### src/rtl/sad_pkg.sv
// constants and types shared by the command decoder, its assertions, the execution model and the bench
// assumes one 250 MHz clock domain for the whole block
package sad_pkg;

  localparam int BYTE_W = 8;
  localparam int LEN_W = 9;
  localparam int FIFO_DEPTH = 32;
  localparam int HDR_BYTES = 5;
  localparam logic [2:0] HDR_LAST = 3'h4;
  localparam logic [LEN_W-1:0] LEN_MAX = 9'h100;

  // class byte that addresses this application
  localparam logic [7:0] CLA_APP = 8'hA0;

  // instruction codes
  localparam logic [7:0] INS_SELECT = 8'hA4;
  localparam logic [7:0] INS_STATUS = 8'hF2;
  localparam logic [7:0] INS_READ_BIN = 8'hB0;
  localparam logic [7:0] INS_UPD_BIN = 8'hD6;
  localparam logic [7:0] INS_READ_REC = 8'hB2;
  localparam logic [7:0] INS_UPD_REC = 8'hDC;
  localparam logic [7:0] INS_SEEK = 8'hA2;
  localparam logic [7:0] INS_INCREASE = 8'h32;
  localparam logic [7:0] INS_VERIFY = 8'h20;
  localparam logic [7:0] INS_CHANGE = 8'h24;
  localparam logic [7:0] INS_DISABLE = 8'h26;
  localparam logic [7:0] INS_ENABLE = 8'h28;
  localparam logic [7:0] INS_UNLOCK = 8'h2C;
  localparam logic [7:0] INS_FILE_DIS = 8'h04;
  localparam logic [7:0] INS_FILE_RST = 8'h44;
  localparam logic [7:0] INS_AUTH = 8'h88;
  localparam logic [7:0] INS_IDLE = 8'hFA;
  localparam logic [7:0] INS_FETCH = 8'hC0;

  // fixed parameter values
  localparam logic [7:0] PAR_ZERO = 8'h00;
  localparam logic [7:0] PAR_ONE = 8'h01;
  localparam logic [7:0] PAR_CODE2 = 8'h02;
  localparam logic [7:0] LEN_SELECT = 8'h02;
  localparam logic [7:0] LEN_INCREASE = 8'h03;
  localparam logic [7:0] LEN_CODE = 8'h08;
  localparam logic [7:0] LEN_CODE2X = 8'h10;

  // status words
  localparam logic [7:0] SW1_PENDING = 8'h9F;
  localparam logic [15:0] SW_OK = 16'h9000;
  localparam logic [15:0] SW_ERR_CLA = 16'h6E00;
  localparam logic [15:0] SW_ERR_INS = 16'h6D00;
  localparam logic [15:0] SW_ERR_PAR = 16'h6B00;
  localparam logic [15:0] SW_ERR_LEN = 16'h6700;
  localparam logic [15:0] SW_ERR_NODATA = 16'h6F00;

  typedef struct packed {
    logic [7:0] cla;
    logic [7:0] ins;
    logic [7:0] p1;
    logic [7:0] p2;
    logic [7:0] p3;
  } sad_hdr_t;

  typedef struct packed {
    logic [7:0] sw1;
    logic [7:0] sw2;
  } sad_sw_t;

  // what the decoder hands to the execution side
  typedef struct packed {
    sad_hdr_t hdr;
    logic [15:0] offset;
    logic [LEN_W-1:0] len;
    logic data_in;
    logic data_out;
  } sad_cmd_t;

  typedef enum {
    ST_HDR,
    ST_CHK,
    ST_RXD,
    ST_OUTD,
    ST_WDONE,
    ST_SW1,
    ST_SW2
  } sad_st_t;

endpackage

### src/rtl/sad_fifo.sv
// byte buffer with valid/ready on both sides and a fill level
// assumes a single clock; drain side may stall freely
`timescale 1ns/1ps
module sad_fifo #(
  parameter int W = 8,
  parameter int D = 32
) (
  input wire logic clk_i,
  input wire logic arst_n_i,
  input wire logic [W-1:0] in_data_i,
  input wire logic in_valid_i,
  output logic in_ready_o,
  output logic [W-1:0] out_data_o,
  output logic out_valid_o,
  input wire logic out_ready_i,
  output logic [$clog2(D):0] level_o
);

  localparam int AW = $clog2(D);

  typedef struct packed {
    logic [D-1:0][W-1:0] mem;
    logic [AW-1:0] wr;
    logic [AW-1:0] rd;
    logic [AW:0] cnt;
  } sad_fifo_st_t;

  sad_fifo_st_t s_r;
  sad_fifo_st_t s_nxt;
  logic push;
  logic pop;

  assign in_ready_o = (s_r.cnt != D[AW:0]);
  assign out_valid_o = (s_r.cnt != '0);
  assign out_data_o = s_r.mem[s_r.rd];
  assign level_o = s_r.cnt;
  assign push = in_valid_i && in_ready_o;
  assign pop = out_valid_o && out_ready_i;

  always_comb begin
    s_nxt = s_r;
    if (push) begin
      s_nxt.mem[s_r.wr] = in_data_i;
      s_nxt.wr = s_r.wr + 1'b1;
    end
    if (pop) begin
      s_nxt.rd = s_r.rd + 1'b1;
    end
    s_nxt.cnt = s_r.cnt + {{AW{1'b0}}, push} - {{AW{1'b0}}, pop};
  end

  always_ff @(posedge clk_i or negedge arst_n_i) begin
    if (!arst_n_i) begin
      s_r <= '0;
    end else begin
      s_r <= s_nxt;
    end
  end

endmodule

### src/rtl/sad_top.sv
// command unit decoder of the subscriber card application
// assumes the character layer and the execution unit share REF_CLK_I
//
// Behaviour
// - five header bytes, data, then two status
// - class A0 addresses this application
// - FF accepted only in parameter bytes that are not fixed
// - outgoing length 00 means 256 bytes
// - incoming length 00 means no data
// - unknown length answered 9F plus length
// - foreign class leaves application state alone
// - offset is P1 high, P2 low
// - reserved instruction codes are never executed
// - select: A4, 00 00 02, may respond
// - status query: F2, parameters zero
// - binary read B0, binary write D6
// - record read B2, record write DC
// - search: A2, P1 00, may respond
// - add: 32, 00 00 03, responds
// - verify 20 len 08, change 24 len 10
// - disable 26, enable 28: 00 01 08
// - unlock 2C len 10, P2 00 or 02
// - file restore 44, all zero, no data
// - authenticate 88, 00 00 10, responds
// - idle FA, all zero, no data
// - status query data laid out as select
`timescale 1ns/1ps
module sad_top (
  input wire logic REF_CLK_I,
  input wire logic ARST_N_I,
  input wire logic [7:0] RX_DATA_I,
  input wire logic RX_VALID_I,
  output logic RX_READY_O,
  output logic [7:0] TX_DATA_O,
  output logic TX_VALID_O,
  input wire logic TX_READY_I,
  output logic EXEC_START_O,
  output sad_pkg::sad_cmd_t EXEC_CMD_O,
  output logic [7:0] EXEC_DIN_O,
  output logic EXEC_DIN_VALID_O,
  input wire logic [7:0] EXEC_RSP_I,
  input wire logic EXEC_RSP_VALID_I,
  output logic EXEC_RSP_READY_O,
  input wire logic EXEC_DONE_I,
  input wire sad_pkg::sad_sw_t EXEC_SW_I,
  input wire logic [7:0] EXEC_RLEN_I,
  output logic PENDING_O,
  output logic [7:0] PEND_LEN_O
);

  import sad_pkg::*;

  // decoded shape of an instruction
  typedef struct packed {
    logic known;
    logic din;
    logic dout;
    logic dunk;
    logic chk_p1;
    logic chk_p2;
    logic [7:0] p2_val;
    logic chk_p3;
    logic [7:0] p3_val;
  } sad_dec_t;

  typedef struct packed {
    sad_st_t st;
    sad_hdr_t hdr;
    logic [2:0] idx;
    logic [LEN_W-1:0] cnt;
    logic [LEN_W-1:0] len;
    sad_dec_t dec;
    logic pend;
    logic [7:0] pend_len;
    sad_sw_t sw;
    logic rx_ready;
    logic rsp_ready;
    logic start;
    sad_cmd_t cmd;
    logic [7:0] din;
    logic din_valid;
    logic tx_valid;
    logic [7:0] tx_data;
  } sad_state_t;

  sad_state_t s_r;
  sad_state_t s_nxt;

  ////////////////////////////////////////////////////////////////////////////
  // instruction table

  function automatic sad_dec_t decode(input logic [7:0] ins);
    sad_dec_t d;
    d = '0;
    d.known = 1'b1;
    unique case (ins)
      INS_SELECT: begin
        d.din = 1'b1;
        d.dunk = 1'b1;
        d.chk_p1 = 1'b1;
        d.chk_p2 = 1'b1;
        d.chk_p3 = 1'b1;
        d.p3_val = LEN_SELECT;
      end
      INS_STATUS: begin
        d.dout = 1'b1;
        d.chk_p1 = 1'b1;
        d.chk_p2 = 1'b1;
      end
      INS_READ_BIN, INS_READ_REC: begin
        d.dout = 1'b1;
      end
      INS_UPD_BIN, INS_UPD_REC: begin
        d.din = 1'b1;
      end
      INS_SEEK: begin
        d.din = 1'b1;
        d.dunk = 1'b1;
        d.chk_p1 = 1'b1;
      end
      INS_INCREASE: begin
        d.din = 1'b1;
        d.dunk = 1'b1;
        d.chk_p1 = 1'b1;
        d.chk_p2 = 1'b1;
        d.chk_p3 = 1'b1;
        d.p3_val = LEN_INCREASE;
      end
      INS_VERIFY: begin
        d.din = 1'b1;
        d.chk_p1 = 1'b1;
        d.chk_p3 = 1'b1;
        d.p3_val = LEN_CODE;
      end
      INS_CHANGE: begin
        d.din = 1'b1;
        d.chk_p1 = 1'b1;
        d.chk_p3 = 1'b1;
        d.p3_val = LEN_CODE2X;
      end
      INS_DISABLE, INS_ENABLE: begin
        d.din = 1'b1;
        d.chk_p1 = 1'b1;
        d.chk_p2 = 1'b1;
        d.p2_val = PAR_ONE;
        d.chk_p3 = 1'b1;
        d.p3_val = LEN_CODE;
      end
      INS_UNLOCK: begin
        // second parameter range checked separately
        d.din = 1'b1;
        d.chk_p1 = 1'b1;
        d.chk_p3 = 1'b1;
        d.p3_val = LEN_CODE2X;
      end
      INS_FILE_DIS, INS_FILE_RST, INS_IDLE: begin
        d.chk_p1 = 1'b1;
        d.chk_p2 = 1'b1;
        d.chk_p3 = 1'b1;
      end
      INS_AUTH: begin
        d.din = 1'b1;
        d.dunk = 1'b1;
        d.chk_p1 = 1'b1;
        d.chk_p2 = 1'b1;
        d.chk_p3 = 1'b1;
        d.p3_val = LEN_CODE2X;
      end
      INS_FETCH: begin
        d.dout = 1'b1;
        d.chk_p1 = 1'b1;
        d.chk_p2 = 1'b1;
      end
      // reserved and undefined codes all land here
      default: begin
        d = '0;
      end
    endcase
    return d;
  endfunction

  ////////////////////////////////////////////////////////////////////////////
  // response buffer

  logic [7:0] fifo_in;
  logic fifo_in_valid;
  logic fifo_in_ready;
  logic [7:0] fifo_out;
  logic fifo_out_valid;
  logic fifo_out_ready;
  logic [$clog2(FIFO_DEPTH):0] fifo_level;
  logic rx_take;
  logic rsp_take;
  logic params_ok;
  logic p3_ok;

  sad_fifo #(
    .W(BYTE_W),
    .D(FIFO_DEPTH)
  ) u_fifo (
    .clk_i(REF_CLK_I),
    .arst_n_i(ARST_N_I),
    .in_data_i(fifo_in),
    .in_valid_i(fifo_in_valid),
    .in_ready_o(fifo_in_ready),
    .out_data_o(fifo_out),
    .out_valid_o(fifo_out_valid),
    .out_ready_i(fifo_out_ready),
    .level_o(fifo_level)
  );

  assign rx_take = RX_VALID_I && s_r.rx_ready;
  assign rsp_take = EXEC_RSP_VALID_I && s_r.rsp_ready;
  assign fifo_out_ready = !s_r.tx_valid || TX_READY_I;

  // 'FF' is never singled out: only the fixed fields are compared
  assign params_ok = (!s_r.dec.chk_p1 || s_r.hdr.p1 == PAR_ZERO) &&
    (!s_r.dec.chk_p2 || s_r.hdr.p2 == s_r.dec.p2_val) &&
    (s_r.hdr.ins != INS_UNLOCK || s_r.hdr.p2 == PAR_ZERO ||
     s_r.hdr.p2 == PAR_CODE2);
  assign p3_ok = !s_r.dec.chk_p3 || s_r.hdr.p3 == s_r.dec.p3_val;

  always_comb begin
    fifo_in = EXEC_RSP_I;
    fifo_in_valid = 1'b0;
    unique case (s_r.st)
      ST_OUTD: begin
        fifo_in_valid = rsp_take;
      end
      ST_SW1: begin
        fifo_in = s_r.sw.sw1;
        fifo_in_valid = 1'b1;
      end
      ST_SW2: begin
        fifo_in = s_r.sw.sw2;
        fifo_in_valid = 1'b1;
      end
      default: begin
        fifo_in_valid = 1'b0;
      end
    endcase
  end

  ////////////////////////////////////////////////////////////////////////////
  // command sequencer

  always_comb begin
    s_nxt = s_r;
    s_nxt.start = 1'b0;
    s_nxt.din_valid = 1'b0;
    if (fifo_out_ready) begin
      s_nxt.tx_valid = fifo_out_valid;
      s_nxt.tx_data = fifo_out;
    end
    unique case (s_r.st)
      ST_HDR: begin
        if (rx_take) begin
          unique case (s_r.idx)
            3'h0: s_nxt.hdr.cla = RX_DATA_I;
            3'h1: s_nxt.hdr.ins = RX_DATA_I;
            3'h2: s_nxt.hdr.p1 = RX_DATA_I;
            3'h3: s_nxt.hdr.p2 = RX_DATA_I;
            default: s_nxt.hdr.p3 = RX_DATA_I;
          endcase
          s_nxt.idx = s_r.idx + 3'h1;
          if (s_r.idx == HDR_LAST) begin
            s_nxt.st = ST_CHK;
            s_nxt.idx = 3'h0;
            s_nxt.dec = decode(s_r.hdr.ins);
          end
        end
      end
      ST_CHK: begin
        if (s_r.dec.dout) begin
          s_nxt.len = (s_r.hdr.p3 == PAR_ZERO) ? LEN_MAX :
            {1'b0, s_r.hdr.p3};
        end else begin
          s_nxt.len = {1'b0, s_r.hdr.p3};
        end
        s_nxt.cnt = '0;
        s_nxt.st = ST_SW1;
        if (s_r.hdr.cla != CLA_APP) begin
          // pending data survives a foreign command
          s_nxt.sw = SW_ERR_CLA;
        end else if (!s_r.dec.known) begin
          s_nxt.sw = SW_ERR_INS;
        end else if (!params_ok) begin
          s_nxt.sw = SW_ERR_PAR;
        end else if (!p3_ok) begin
          s_nxt.sw = SW_ERR_LEN;
        end else if (s_r.hdr.ins == INS_FETCH && !s_r.pend) begin
          s_nxt.sw = SW_ERR_NODATA;
        end else if (s_r.hdr.ins == INS_FETCH &&
                     s_nxt.len > {1'b0, s_r.pend_len}) begin
          // length 00 asks for 256, always more than can be pending
          s_nxt.sw = SW_ERR_LEN;
        end else begin
          s_nxt.start = 1'b1;
          s_nxt.cmd.hdr = s_r.hdr;
          s_nxt.cmd.offset = {s_r.hdr.p1, s_r.hdr.p2};
          s_nxt.cmd.len = s_nxt.len;
          s_nxt.cmd.data_in = s_r.dec.din;
          s_nxt.cmd.data_out = s_r.dec.dout;
          // any accepted command consumes the pending data
          s_nxt.pend = 1'b0;
          s_nxt.pend_len = '0;
          if (s_r.dec.din && s_r.hdr.p3 != PAR_ZERO) begin
            s_nxt.st = ST_RXD;
          end else if (s_r.dec.dout) begin
            s_nxt.st = ST_OUTD;
          end else begin
            s_nxt.st = ST_WDONE;
          end
        end
      end
      ST_RXD: begin
        if (rx_take) begin
          s_nxt.din = RX_DATA_I;
          s_nxt.din_valid = 1'b1;
          s_nxt.cnt = s_r.cnt + 9'h001;
          if (s_nxt.cnt == s_r.len) begin
            s_nxt.st = ST_WDONE;
          end
        end
      end
      ST_OUTD: begin
        if (rsp_take) begin
          s_nxt.cnt = s_r.cnt + 9'h001;
          if (s_nxt.cnt == s_r.len) begin
            s_nxt.st = ST_WDONE;
          end
        end
      end
      ST_WDONE: begin
        if (EXEC_DONE_I) begin
          s_nxt.st = ST_SW1;
          if (s_r.dec.dunk && EXEC_SW_I == SW_OK &&
              EXEC_RLEN_I != PAR_ZERO) begin
            s_nxt.sw.sw1 = SW1_PENDING;
            s_nxt.sw.sw2 = EXEC_RLEN_I;
            s_nxt.pend = 1'b1;
            s_nxt.pend_len = EXEC_RLEN_I;
          end else begin
            // error statuses from execution go out unchanged
            s_nxt.sw = EXEC_SW_I;
          end
        end
      end
      ST_SW1: begin
        if (fifo_in_ready) begin
          s_nxt.st = ST_SW2;
        end
      end
      ST_SW2: begin
        if (fifo_in_ready) begin
          s_nxt.st = ST_HDR;
        end
      end
    endcase
    // registered ready needs one free slot beyond this cycle's push
    s_nxt.rx_ready = (s_nxt.st == ST_HDR) || (s_nxt.st == ST_RXD);
    s_nxt.rsp_ready = (s_nxt.st == ST_OUTD) &&
      ({1'b0, fifo_level} + {6'h00, fifo_in_valid && fifo_in_ready} <
       FIFO_DEPTH[6:0]);
  end

  always_ff @(posedge REF_CLK_I or negedge ARST_N_I) begin
    if (!ARST_N_I) begin
      s_r <= '0;
      s_r.st <= ST_HDR;
    end else begin
      s_r <= s_nxt;
    end
  end

  assign RX_READY_O = s_r.rx_ready;
  assign TX_DATA_O = s_r.tx_data;
  assign TX_VALID_O = s_r.tx_valid;
  assign EXEC_START_O = s_r.start;
  assign EXEC_CMD_O = s_r.cmd;
  assign EXEC_DIN_O = s_r.din;
  assign EXEC_DIN_VALID_O = s_r.din_valid;
  assign EXEC_RSP_READY_O = s_r.rsp_ready;
  assign PENDING_O = s_r.pend;
  assign PEND_LEN_O = s_r.pend_len;

endmodule

### config.mk
export PLATFORM = sky130hd
export DESIGN_NAME = sad_top
export DESIGN_NICKNAME = d
export VERILOG_FILES = /design/src/rtl/sad_pkg.sv /design/src/rtl/sad_fifo.sv /design/src/rtl/sad_top.sv
export SDC_FILE = /design/constraint.sdc
export NUM_CORES = 1
export LEC_CHECK = 0
export BUFFER_PORTS_ARGS = -buffer_cell sky130_fd_sc_hd__buf_2
export CAP_MARGIN = 15
export CORE_MARGIN = 2
export CORE_UTILIZATION = 40
export DETAILED_ROUTE_END_ITERATION = 8
export HOLD_SLACK_MARGIN = 0.15
export PLACE_DENSITY = 0.62
export SETUP_SLACK_MARGIN = 0.3
export SLEW_MARGIN = 30
export SYNTH_ARGS = -nofsm -noshare
export SYNTH_HDL_FRONTEND = slang
export SYNTH_SLANG_ARGS = --single-unit
### constraint.sdc
create_clock -name REF_CLK_I -period 8.55 [get_ports REF_CLK_I]
set_input_delay 0.855 -clock REF_CLK_I [delete_from_list [all_inputs] [get_ports REF_CLK_I]]
set_output_delay 0.855 -clock REF_CLK_I [all_outputs]
set_load 0.02 [all_outputs]
### After elaboration in Yosys (flattened, before gate mapping)

Index checks and enable logic that the tools add are counted.

| storage, ports and cells | value |
|---|---|
| flip-flop bits (word level) | 501 |
| input bits | 46 |
| output and inout bits | 97 |
| logic and storage cells | 268 |

| cells by class | value |
|---|---|
| add/subtract/negate cells | 7 |
| magnitude comparators | 5 |
| equal/unequal tests | 49 |
| multiplexer cells | 70 |
| bitwise logic cells | 4 |
| reduce and logical (&&, ||, !) cells | 60 |

Operators with widths:

| kind | count |
|---|---|
| $mux W68 | 7 |
| $mux W32 | 14 |
| $bwmux W256 | 1 |
| $pmux W32 S7 | 1 |
| $eq A32 B3 Y1 const B | 5 |
| $mux W16 | 7 |
| $mux W9 | 12 |
| $eq A8 B8 Y1 const B | 10 |
| $mux W75 | 1 |
| $eq A32 B2 Y1 const B | 2 |
| $logic_not A32 Y1 | 2 |
| $mux W8 | 7 |
| $pmux W25 S2 | 1 |
| $eq A8 B6 Y1 const B | 6 |
| $bmux W8 S5 | 1 |
| $demux W8 S5 | 1 |
| $eq A32 B1 Y1 const B | 1 |
| $pmux W9 S3 | 1 |
| $mux W25 | 1 |
| $logic_not A8 Y1 | 3 |
| $reduce_and A3 Y1 | 8 |
| $reduce_or A11 Y1 | 2 |
| $ne A2 B2 Y1 const B | 10 |
| $pmux W5 S4 | 1 |
| 45 further kinds | 90 |

### Depth between registers and ports, before layout

Gate-level depths: netlist of run 1.

| depth | value |
|---|---|
| depth in word-level cells | 15 |
| depth in mapped cells | 14 |
| mapped depth without buffers | 14 |

### By module

A second synthesis of run 1 with hierarchy kept.

| second synthesis, totals | value |
|---|---|
| cells, all modules | 1890 |
| area total of the unflattened synthesis | 22913.2 µm² |

By module, submodules not included:

| module | instances | cells an instance | area each (µm²) | sequential area each (µm²) |
|---|---|---|---|---|
| sad_fifo | 1 | 850 | 12787.3 | 6806.5 |
| sad_top | 1 | 1040 | 10126.0 | 5054.8 |

### Least setup slack after synthesis of run 1

Ideal clock, no wire load.

| path | value |
|---|---|
| path type | register to register |
| from | reg s_r[221] (netlist bit) |
| to | reg u_fifo.s_r, in the netlist u_fifo.level_o[4] |
| arrival | 2.714 ns |
| data required time | 8.428 ns |
| setup slack | 5.713 ns |
| cell stages (with the launch flop) | 14 |
| path buffers | 1 |
| period minus slack after synthesis | 2.837 ns |
| cell sequence | dfrtp_1 -> or4_4 -> nor4_4 -> nand4_1 -> nor3_2 -> buf_2 -> ha_1 -> inv_1 -> fa_1 -> inv_1 -> a21oi_1 -> nor2_1 -> nor2_1 -> xnor2_1 |

RTL lines:

| what | RTL line | RTL |
|---|---|---|
| from (decl) | sad_top.sv:86 | `sad_state_t s_r;` |
| from (signal assigned) | sad_top.sv:372 | `s_r <= s_nxt;` |
| to (signal assigned) | sad_fifo.sv:56 | `s_r <= s_nxt;` |
| to (decl) | sad_fifo.sv:28 | `sad_fifo_st_t s_r;` |

==> impl_metrics.py, run 1 <==
metrics = {
    "outcome": {
        "run_status": "completed",
    },
    "clocking": {
        "cts.reportedPaths.clkPinSlew_ns": 0.06,
        "cts_sinks": 474,
        "cts.path.max_buffers": 3,
        "htreeDepth": 2,
        "post-cts-setup-buffers": 0,
        "tritoncts": "yes",
        "ctsRootBufferMaster": "sky130_fd_sc_hd__clkbuf_16",
        "insertion_delay_ns": 0.60,
        "cts_made_buffers": 50,
    },
    "timing": {
        "slew_headroom_pct": 40.8,
        "worst_pin_slew_ns": 0.889,
        "share_of_the_cycle_needed_by_the_critical_path_after_routing_pct": 39.9,
        "finalCriticalPeriod_ns": 3.41,
        "layout_setup_ws_ns": 5.14,
        "setup_skew_ns": 0.0281,
        "grt_setup_unrepaired": "false",
        "fmax_mhz": 293,
        "drv_slew": 0,
        "setup_viol": 0,
        "hold_viol_final": 0,
        "finalHoldWorstSlack_ns": 0.462,
        "setup_total_negative_slack_ns": 0,
    },
    "die": {
        "dieArea_um2": 57200,
        "initial_core_utilization_pct": 40.3,
        "die_width_um": 239,
        "fp-row-count": 86,
        "floorplan.core_area_um2": 54900,
        "ports_placed_on_the_boundary": 143,
        "die_y_um": 239,
    },
    "setup_path": {
        "crit_path_cell_trace": "or4_4 -> nor4_4 -> nand4_1 -> nor3_4 -> buf_4 -> ha_1 -> inv_1 -> fa_1 -> inv_1 -> a21oi_1 -> nor2_1 -> nor2_1 -> xnor2_1",
        "worst_setup_path_startpoint": "s_r[221]$_DFF_PN0_",
        "reg2reg_capture_point": "u_fifo.level_o[4]$_DFF_PN0_",
        "timing.critical_path.slowest_cell_delay_ns": 0.54,
        "cp_data_required_time_ns": 9.04,
        "worstPathArrival_ns": 3.90,
        "critical_path.startpoint_type": "register",
        "r2r_slack_ns": 5.14,
        "kind_of_critical_path": "reg2reg",
        "worstRegToRegCells": 13,
        "timing.critical_path.to_type": "register",
        "worstReg2RegStart": "s_r[221]$_DFF_PN0_",
        "crit_fanout": 38,
        "critical_path.slowest_cell": "sky130_fd_sc_hd__or4_4",
    },
    "synthesis": {
        "synth.ff_latch_count": 474,
        "ranking_of_synthesized_cells_by_area": "sky130_fd_sc_hd__dfrtp_1 (54%), sky130_fd_sc_hd__mux4_2 (8.1%), sky130_fd_sc_hd__nand2_1 (7.9%)",
        "synth.yosys.seq_area_share_pct": 53.6,
        "synth_edf_count": 0,
        "netlist_instances": 2101,
        "ys.flop_type": "sky130_fd_sc_hd__dfrtp_1",
        "synth_top_cell_by_area": "sky130_fd_sc_hd__dfrtp_1",
        "synthDominantCellAreaShare_pct": 53.6,
        "syn-mean-instance-area_um2": 10.5,
        "yosys_warnings": 0,
        "synth_fp_nets": 2180,
        "synth.distinct_cells": 65,
        "netlist_area_um2": 22100,
        "postSynth.asyncResetShare_pct": 100,
    },
    "place": {
        "place.gp.congestion": 0.859,
        "place_area_um2": 22700,
        "place_hpwl_um": 35500,
        "buffer_ports.inserted": 142,
        "place_worst_setup_slack_ns": 5.15,
        "place.detailed.instances": 2735,
    },
    "final_layout": {
        "fin_nets": 2164,
        "layout.cells.most_common": "sky130_fd_sc_hd__dfrtp_1",
        "syn_to_final_growth_pct": 11.0,
        "fillers": 5123,
        "final_cells": 2830,
        "drive_gt1_share_pct": 19.9,
        "finish.utilization_pct": 44.7,
        "postLayoutCellArea_um2": 24500,
        "layout_common_cells": "sky130_fd_sc_hd__dfrtp_1 (472), sky130_fd_sc_hd__nand2_1 (464), sky130_fd_sc_hd__o21ai_0 (313)",
    },
    "pwr": {
        "static-leakage-power_nw": 11.5,
        "power.net_switching_mw": 2.10,
        "seq_power_share_pct": 43.6,
        "p_int_mw": 4.61,
        "irDropWorstVdd_mv": 0.183,
        "report.power.total_mw": 6.71,
        "power_switching_share_pct": 31.3,
        "clockPowerShare_pct": 34.2,
        "power_per_cell_area_nw_per_um2": 273,
        "combPwrFrac_pct": 22.3,
    },
    "drt": {
        "first_iter_violations": 973,
        "avgRoutedWirePerCell_um": 18.4,
        "detail_route.vias_per_cell": 5.34,
        "number_of_routed_nets_with_antenna_violations": 0,
        "drc": 0,
        "num_vias": 15101,
        "routed_wirelength_um": 52000,
        "detail_route.first_pass.iterations": 5,
    },
    "min_path": {
        "worstHoldPathType": "reg2reg",
        "min_delay_path_depth": 2,
        "hold_end": "EXEC_CMD_O[31]$_DFFE_PN0P_",
        "hold_start": "EXEC_CMD_O[31]$_DFFE_PN0P_",
    },
    "grt": {
        "first_global_vias": 14949,
        "initial_antenna_violation_count": 7,
        "overflow_after_grt": 0,
        "grt_usage_pct": 18.6,
        "grt_pass1_wl_um": 84200,
        "grt_start_max_net_pins": 148,
    },
    "run": {
        "maxCapViolCount": 0,
    },
}
[area by class of cell]
| class | instances | area (um2) | area share, % |
|---|---|---|---|
| flip-flops and latches | 474 | 11900 | 48.3 |
| multi-input cells | 1359 | 8960 | 36.5 |
| clock buffers | 74 | 1460 | 5.95 |
| repair buffers | 163 | 937 | 3.82 |
| well taps | 704 | 881 | 3.59 |
| clock inverters | 18 | 303 | 1.23 |
| inverters | 37 | 139 | 0.566 |
| diodes | 1 | 2.50 | 0.0102 |
[cells by family (layout without fill, tap and decap cells)]
kind of cell / Yosys count / after routing / share of synthesized area (%)
DFF: 474 / 474 / 53.6
adders and majority gates: 33 / 33 / 1.90
and+or+nand+nor: 743 / 743 / 15.5
buffers and inverters: 268 / 292 / 6.32
other: 0 / 1 / 0
xor gates and xnor gates: 31 / 31 / 1.23
AOI/OAI and AO/OA: 406 / 406 / 10.0
muxes: 146 / 146 / 11.5
[worst max-delay path by stage]
stage / cells past startpoint / to / slack, ns
final: 13 / u_fifo.level_o[4]$_DFF_PN0_ / 5.14
after detailed placement: 13 / u_fifo.level_o[4]$_DFF_PN0_ / 5.15
after floorplan: 13 / u_fifo.level_o[4]$_DFF_PN0_ / 5.71
after CTS: 13 / u_fifo.level_o[4]$_DFF_PN0_ / 5.14
after global routing: 8 / u_fifo.s_r[150]$_DFFE_PN0P_ / 4.85
after global placement: 13 / u_fifo.level_o[4]$_DFF_PN0_ / 5.15
[synthesized netlist by cell type (all sizes together), types with 10 or more instances]
| cell | instances |
|---|---|
| o21ai | 317 |
| buf | 124 |
| a21oi | 20 |
| xnor2 | 23 |
| nand2 | 464 |
| or4 | 13 |
| o31ai | 22 |
| clkbuf | 107 |
| and2 | 13 |
| nor2b | 47 |
| mux4 | 80 |
| nor4 | 14 |
| inv | 37 |
| nor2 | 61 |
| dfrtp | 474 |
| a211oi | 10 |
| mux2 | 58 |
| nand4 | 11 |
| nand3 | 53 |
| ha | 32 |
| nor3 | 28 |
[state kept, by name, summed over array words and instances, names as in the netlist]
name / cells
EXEC_CMD_O: 51
EXEC_DIN_O: 8
EXEC_DIN_VALID_O: 1
EXEC_RSP_READY_O: 1
EXEC_START_O: 1
PENDING_O: 1
PEND_LEN_O: 8
RX_READY_O: 1
TX_DATA_O: 8
TX_VALID_O: 1
s_r: 121
u_fifo.level_o: 6
u_fifo.s_r: 266
[worst max-delay path, delay by kind of cell, from the launching register on]
kind	cells	cell delay (ns)
compound gates	1	0.06
xor+xnor	1	0.12
fa+ha+maj	2	0.67
buf+inv	3	0.57
flops	1	0.38
simple gates	6	1.49
[power groups by stage]
| stage | Sequential (mW) | Clock, mW | Combinational, mW |
|---|---|---|---|
| floorplan | 2.76 | 0 | 1.25 |
| global placement | 2.94 | 0 | 1.45 |
| detailed placement | 2.96 | 0 | 1.50 |
| CTS | 2.92 | 2.35 | 1.50 |
| global route | 2.97 | 2.44 | 1.66 |
| finish | 2.92 | 2.29 | 1.49 |
[layer usage]
metal	track usage (%)	vias up	share of wire (%)
met1	26.4	7511	46
met4	4.64	2	2.1
met2	29.7	380	47
met3	3.10	74	5.0
li1	-	7134	-
met5	0	-	0.021
[what timing repair did]
| item | in CTS | in global routing |
|---|---|---|
| endpoints found under the hold margin | 0 | 31 |
| hold buffers | 0 | 1 |
| gates resized for setup | 0 | 0 |
No activity file was read; power rests on OpenSTA's default activity.
==> run 2: changes to the inputs <==
- ABC_AREA: not set -> 1
- PLACE_DENSITY: 0.62 -> 0.61
- clock period: 8.55 -> 3.27 ns (I/O delays scaled with it)
==> run 2 against run 1 <==
Net effect:
- non-clock buffer count is 51 higher
- synthesized cell count rose by 29%
- worst hold slack got worse by 0.26 ns
- sequential power rose by 110%
- first-iteration DRC count up 46%
- combinational power is 150% higher
- global-route usage up 3.0 points
==> impl_metrics.py, run 2 <==
metrics = {
    "synthesis": {
        "syn-mean-instance-area_um2": 8.30,
        "synth.mux.area_fraction_pct": 0,
        "synth.yosys.seq_area_share_pct": 52.9,
        "yosys_warnings": 0,
        "dominant_combinational_cell_family_by_area_after_synthesis": "simple AND/OR/NAND/NOR gates",
        "ys.flop_type": "sky130_fd_sc_hd__dfrtp_1",
        "synth_adder_area_share_pct": 1.87,
        "netlist_instances": 2701,
        "synth_xor_xnor_area_share_pct": 0.625,
        "netlist_area_um2": 22400,
        "post_synth_and_or_nand_nor_area_fraction_pct": 19.5,
        "ranking_of_synthesized_cells_by_area": "sky130_fd_sc_hd__dfrtp_1 (53%), sky130_fd_sc_hd__o21ai_0 (11%), sky130_fd_sc_hd__nand2_1 (10%)",
        "synthDominantCellAreaShare_pct": 52.9,
        "synth_edf_count": 0,
        "postSynth.asyncResetShare_pct": 100,
        "synth_top_cell_by_area": "sky130_fd_sc_hd__dfrtp_1",
        "synth.most_common_cell": "sky130_fd_sc_hd__nand2_1",
        "synth.top_cells.by_count": "sky130_fd_sc_hd__nand2_1 (618), sky130_fd_sc_hd__o21ai_0 (512), sky130_fd_sc_hd__dfrtp_1 (474)",
        "synth.ff_latch_count": 474,
        "synth_fp_nets": 2780,
        "synth.distinct_cells": 44,
        "synth_compound_gate_area_share_pct": 16.0,
    },
    "place": {
        "place_hpwl_um": 40900,
        "place.detailed.instances": 3399,
        "buffer_ports.inserted": 142,
        "place_area_um2": 23300,
        "place.gp.congestion": 0.938,
        "place_worst_setup_slack_ns": 0.232,
    },
    "grt": {
        "initial_antenna_violation_count": 1,
        "grt_start_max_net_pins": 88,
        "first_global_vias": 18053,
        "grt_pass1_wl_um": 99100,
        "grt_usage_pct": 21.6,
        "overflow_after_grt": 0,
    },
    "timing": {
        "slew_headroom_pct": 47.7,
        "share_of_the_cycle_needed_by_the_critical_path_after_routing_pct": 87.8,
        "hold_viol_final": 0,
        "fmax_mhz": 348,
        "worst_pin_slew_ns": 0.785,
        "finalHoldWorstSlack_ns": 0.206,
        "layout_setup_ws_ns": 0.398,
        "setup_viol": 0,
        "setup_skew_ns": 0.0180,
        "setup_total_negative_slack_ns": 0,
        "drv_slew": 0,
        "finalCriticalPeriod_ns": 2.87,
        "grt_setup_unrepaired": "true",
    },
    "final_layout": {
        "finish.utilization_pct": 46.0,
        "largest_register_ffs": 266,
        "layout_common_cells": "sky130_fd_sc_hd__nand2_1 (605), sky130_fd_sc_hd__o21ai_0 (512), sky130_fd_sc_hd__dfrtp_1 (473)",
        "layout.cells.most_common": "sky130_fd_sc_hd__nand2_1",
        "syn_to_final_growth_pct": 13.5,
        "drive_gt1_share_pct": 11.2,
        "fin_nets": 2818,
        "final_cells": 3528,
        "postLayoutCellArea_um2": 25500,
        "fillers": 5395,
        "largest-register": "u_fifo.s_r",
    },
    "setup_path": {
        "kind_of_critical_path": "reg2reg",
        "crit_fanout": 8,
        "worstPathArrival_ns": 3.35,
        "cp_data_required_time_ns": 3.75,
        "timing.critical_path.to_type": "register",
        "critical_path.startpoint_type": "register",
    },
    "clocking": {
        "cts_made_buffers": 53,
        "post-cts-setup-buffers": 0,
        "tritoncts": "yes",
        "insertion_delay_ns": 0.60,
        "htreeDepth": 2,
        "ctsRootBufferMaster": "sky130_fd_sc_hd__clkbuf_16",
        "cts.path.max_buffers": 3,
        "cts.reportedPaths.clkPinSlew_ns": 0.06,
        "cts_sinks": 474,
    },
    "drt": {
        "drc": 0,
        "routed_wirelength_um": 62200,
        "avgRoutedWirePerCell_um": 17.6,
        "detail_route.vias_per_cell": 5.26,
        "first_iter_violations": 1425,
        "detail_route.first_pass.iterations": 8,
        "number_of_routed_nets_with_antenna_violations": 0,
        "num_vias": 18569,
    },
    "pwr": {
        "power.net_switching_mw": 5.23,
        "clockPowerShare_pct": 38.2,
        "static-leakage-power_nw": 12.1,
        "irDropWorstVdd_mv": 0.425,
        "power_switching_share_pct": 32.7,
        "report.power.total_mw": 16.0,
        "seq_power_share_pct": 38.9,
        "combPwrFrac_pct": 22.9,
        "p_int_mw": 10.8,
        "power_per_cell_area_nw_per_um2": 629,
    },
    "min_path": {
        "worstHoldPathType": "in2reg",
    },
    "die": {
        "dieArea_um2": 58000,
        "initial_core_utilization_pct": 40.5,
        "die_y_um": 241,
        "fp-row-count": 86,
        "ports_placed_on_the_boundary": 143,
        "die_width_um": 241,
        "floorplan.core_area_um2": 55300,
    },
    "outcome": {
        "run_status": "completed",
    },
    "run": {
        "maxCapViolCount": 0,
    },
}
run 2: changes by cell type in the layout (fill, tap and decap cells not counted), sizes merged, moves of 22 or more:
| cell | before | now |
|---|---|---|
| nand3 | 53 | 93 |
| mux2 | 58 | 0 |
| nand2 | 464 | 618 |
| nor2b | 47 | 0 |
| mux4 | 80 | 0 |
| o21ai | 317 | 515 |
| o221ai | 3 | 25 |
| nand4 | 11 | 47 |
| dlygate4sd3 | 1 | 33 |
| inv | 38 | 209 |
| nor2 | 61 | 285 |
| o22ai | 8 | 48 |
run 2: routing by layer:
metal  track usage [%]  wire length [um]  up-vias
met5                 0                 7        -
met4              7.30              1730        2
met2              34.8             28700      555
met1              29.7             28400     9000
met3              3.57              3420       92
li1                  -                 -     8920
run 2: layout make-up:
cell class	count	area [um2]	share of cell area, %
Sequential cell	474	11900	46.6
Multi-Input combinational cell	1785	8660	34.0
Clock buffer	68	1460	5.75
Timing Repair Buffer	214	1420	5.57
Tap cell	748	936	3.68
Inverter	211	792	3.11
Clock inverter	27	317	1.24
Antenna cell	1	2.50	0.00983
run 2: final timing paths:
check	cells past startpoint	startpoint	slack (ns)	end
max	14	s_r[226]$_DFF_PN0_	0.40	u_fifo.level_o[4]$_DFF_PN0_
max in group asynchronous	3	ARST_N_I	1.95	u_fifo.s_r[63]$_DFFE_PN0P_
max reg2reg	14	s_r[226]$_DFF_PN0_	0.40	u_fifo.level_o[4]$_DFF_PN0_
min in group asynchronous	2	ARST_N_I	0.33	u_fifo.s_r[84]$_DFFE_PN0P_
min reg2reg	2	EXEC_CMD_O[59]$_DFFE_PN0P_	0.46	EXEC_CMD_O[59]$_DFFE_PN0P_
min	3	RX_DATA_I[7]	0.21	s_r[164]$_DFFE_PN0P_
run 2: timing repair:
item	in CTS	in global routing
gates cloned	0	0
hold buffers	33	0
endpoints found under the setup margin	3	71
hold endpoints to repair	142	0
resized for setup	2	17
run 2: logic make-up (layout without fill, tap and decap cells):
family,after synthesis,count (layout)
and+or+nand+nor,1076,1076
AOI/OAI and AO/OA,660,660
DFF,474,474
buffers and inverters,442,520
adders and majority gates,33,33
xor gates and xnor gates,16,16
other,0,1
run 2: critical path, stage by stage, from the launching register on:
cell and delay [ns]:
sky130_fd_sc_hd__dfrtp_1 0.38, sky130_fd_sc_hd__nor2_1 0.11, sky130_fd_sc_hd__nand3_1 0.07, sky130_fd_sc_hd__nor2_1 0.23, sky130_fd_sc_hd__nand3_2 0.17, sky130_fd_sc_hd__inv_2 0.14
sky130_fd_sc_hd__nand3_1 0.16, sky130_fd_sc_hd__nor2_2 0.19, sky130_fd_sc_hd__nand2_1 0.10, sky130_fd_sc_hd__a21oi_1 0.15, sky130_fd_sc_hd__ha_1 0.19, sky130_fd_sc_hd__inv_1 0.07
sky130_fd_sc_hd__fa_1 0.44, sky130_fd_sc_hd__o21a_1 0.22, sky130_fd_sc_hd__xor2_1 0.14
run 2: power by group through the flow:
stage / registers, mW / clock network (mW) / logic, mW
detailed placement: 6.33 / 0 / 3.60
global placement: 6.32 / 0 / 3.58
floorplan: 6.18 / 0 / 2.47
finish: 6.22 / 6.11 / 3.67
CTS: 6.22 / 6.25 / 3.65
global route: 6.25 / 6.47 / 4.06
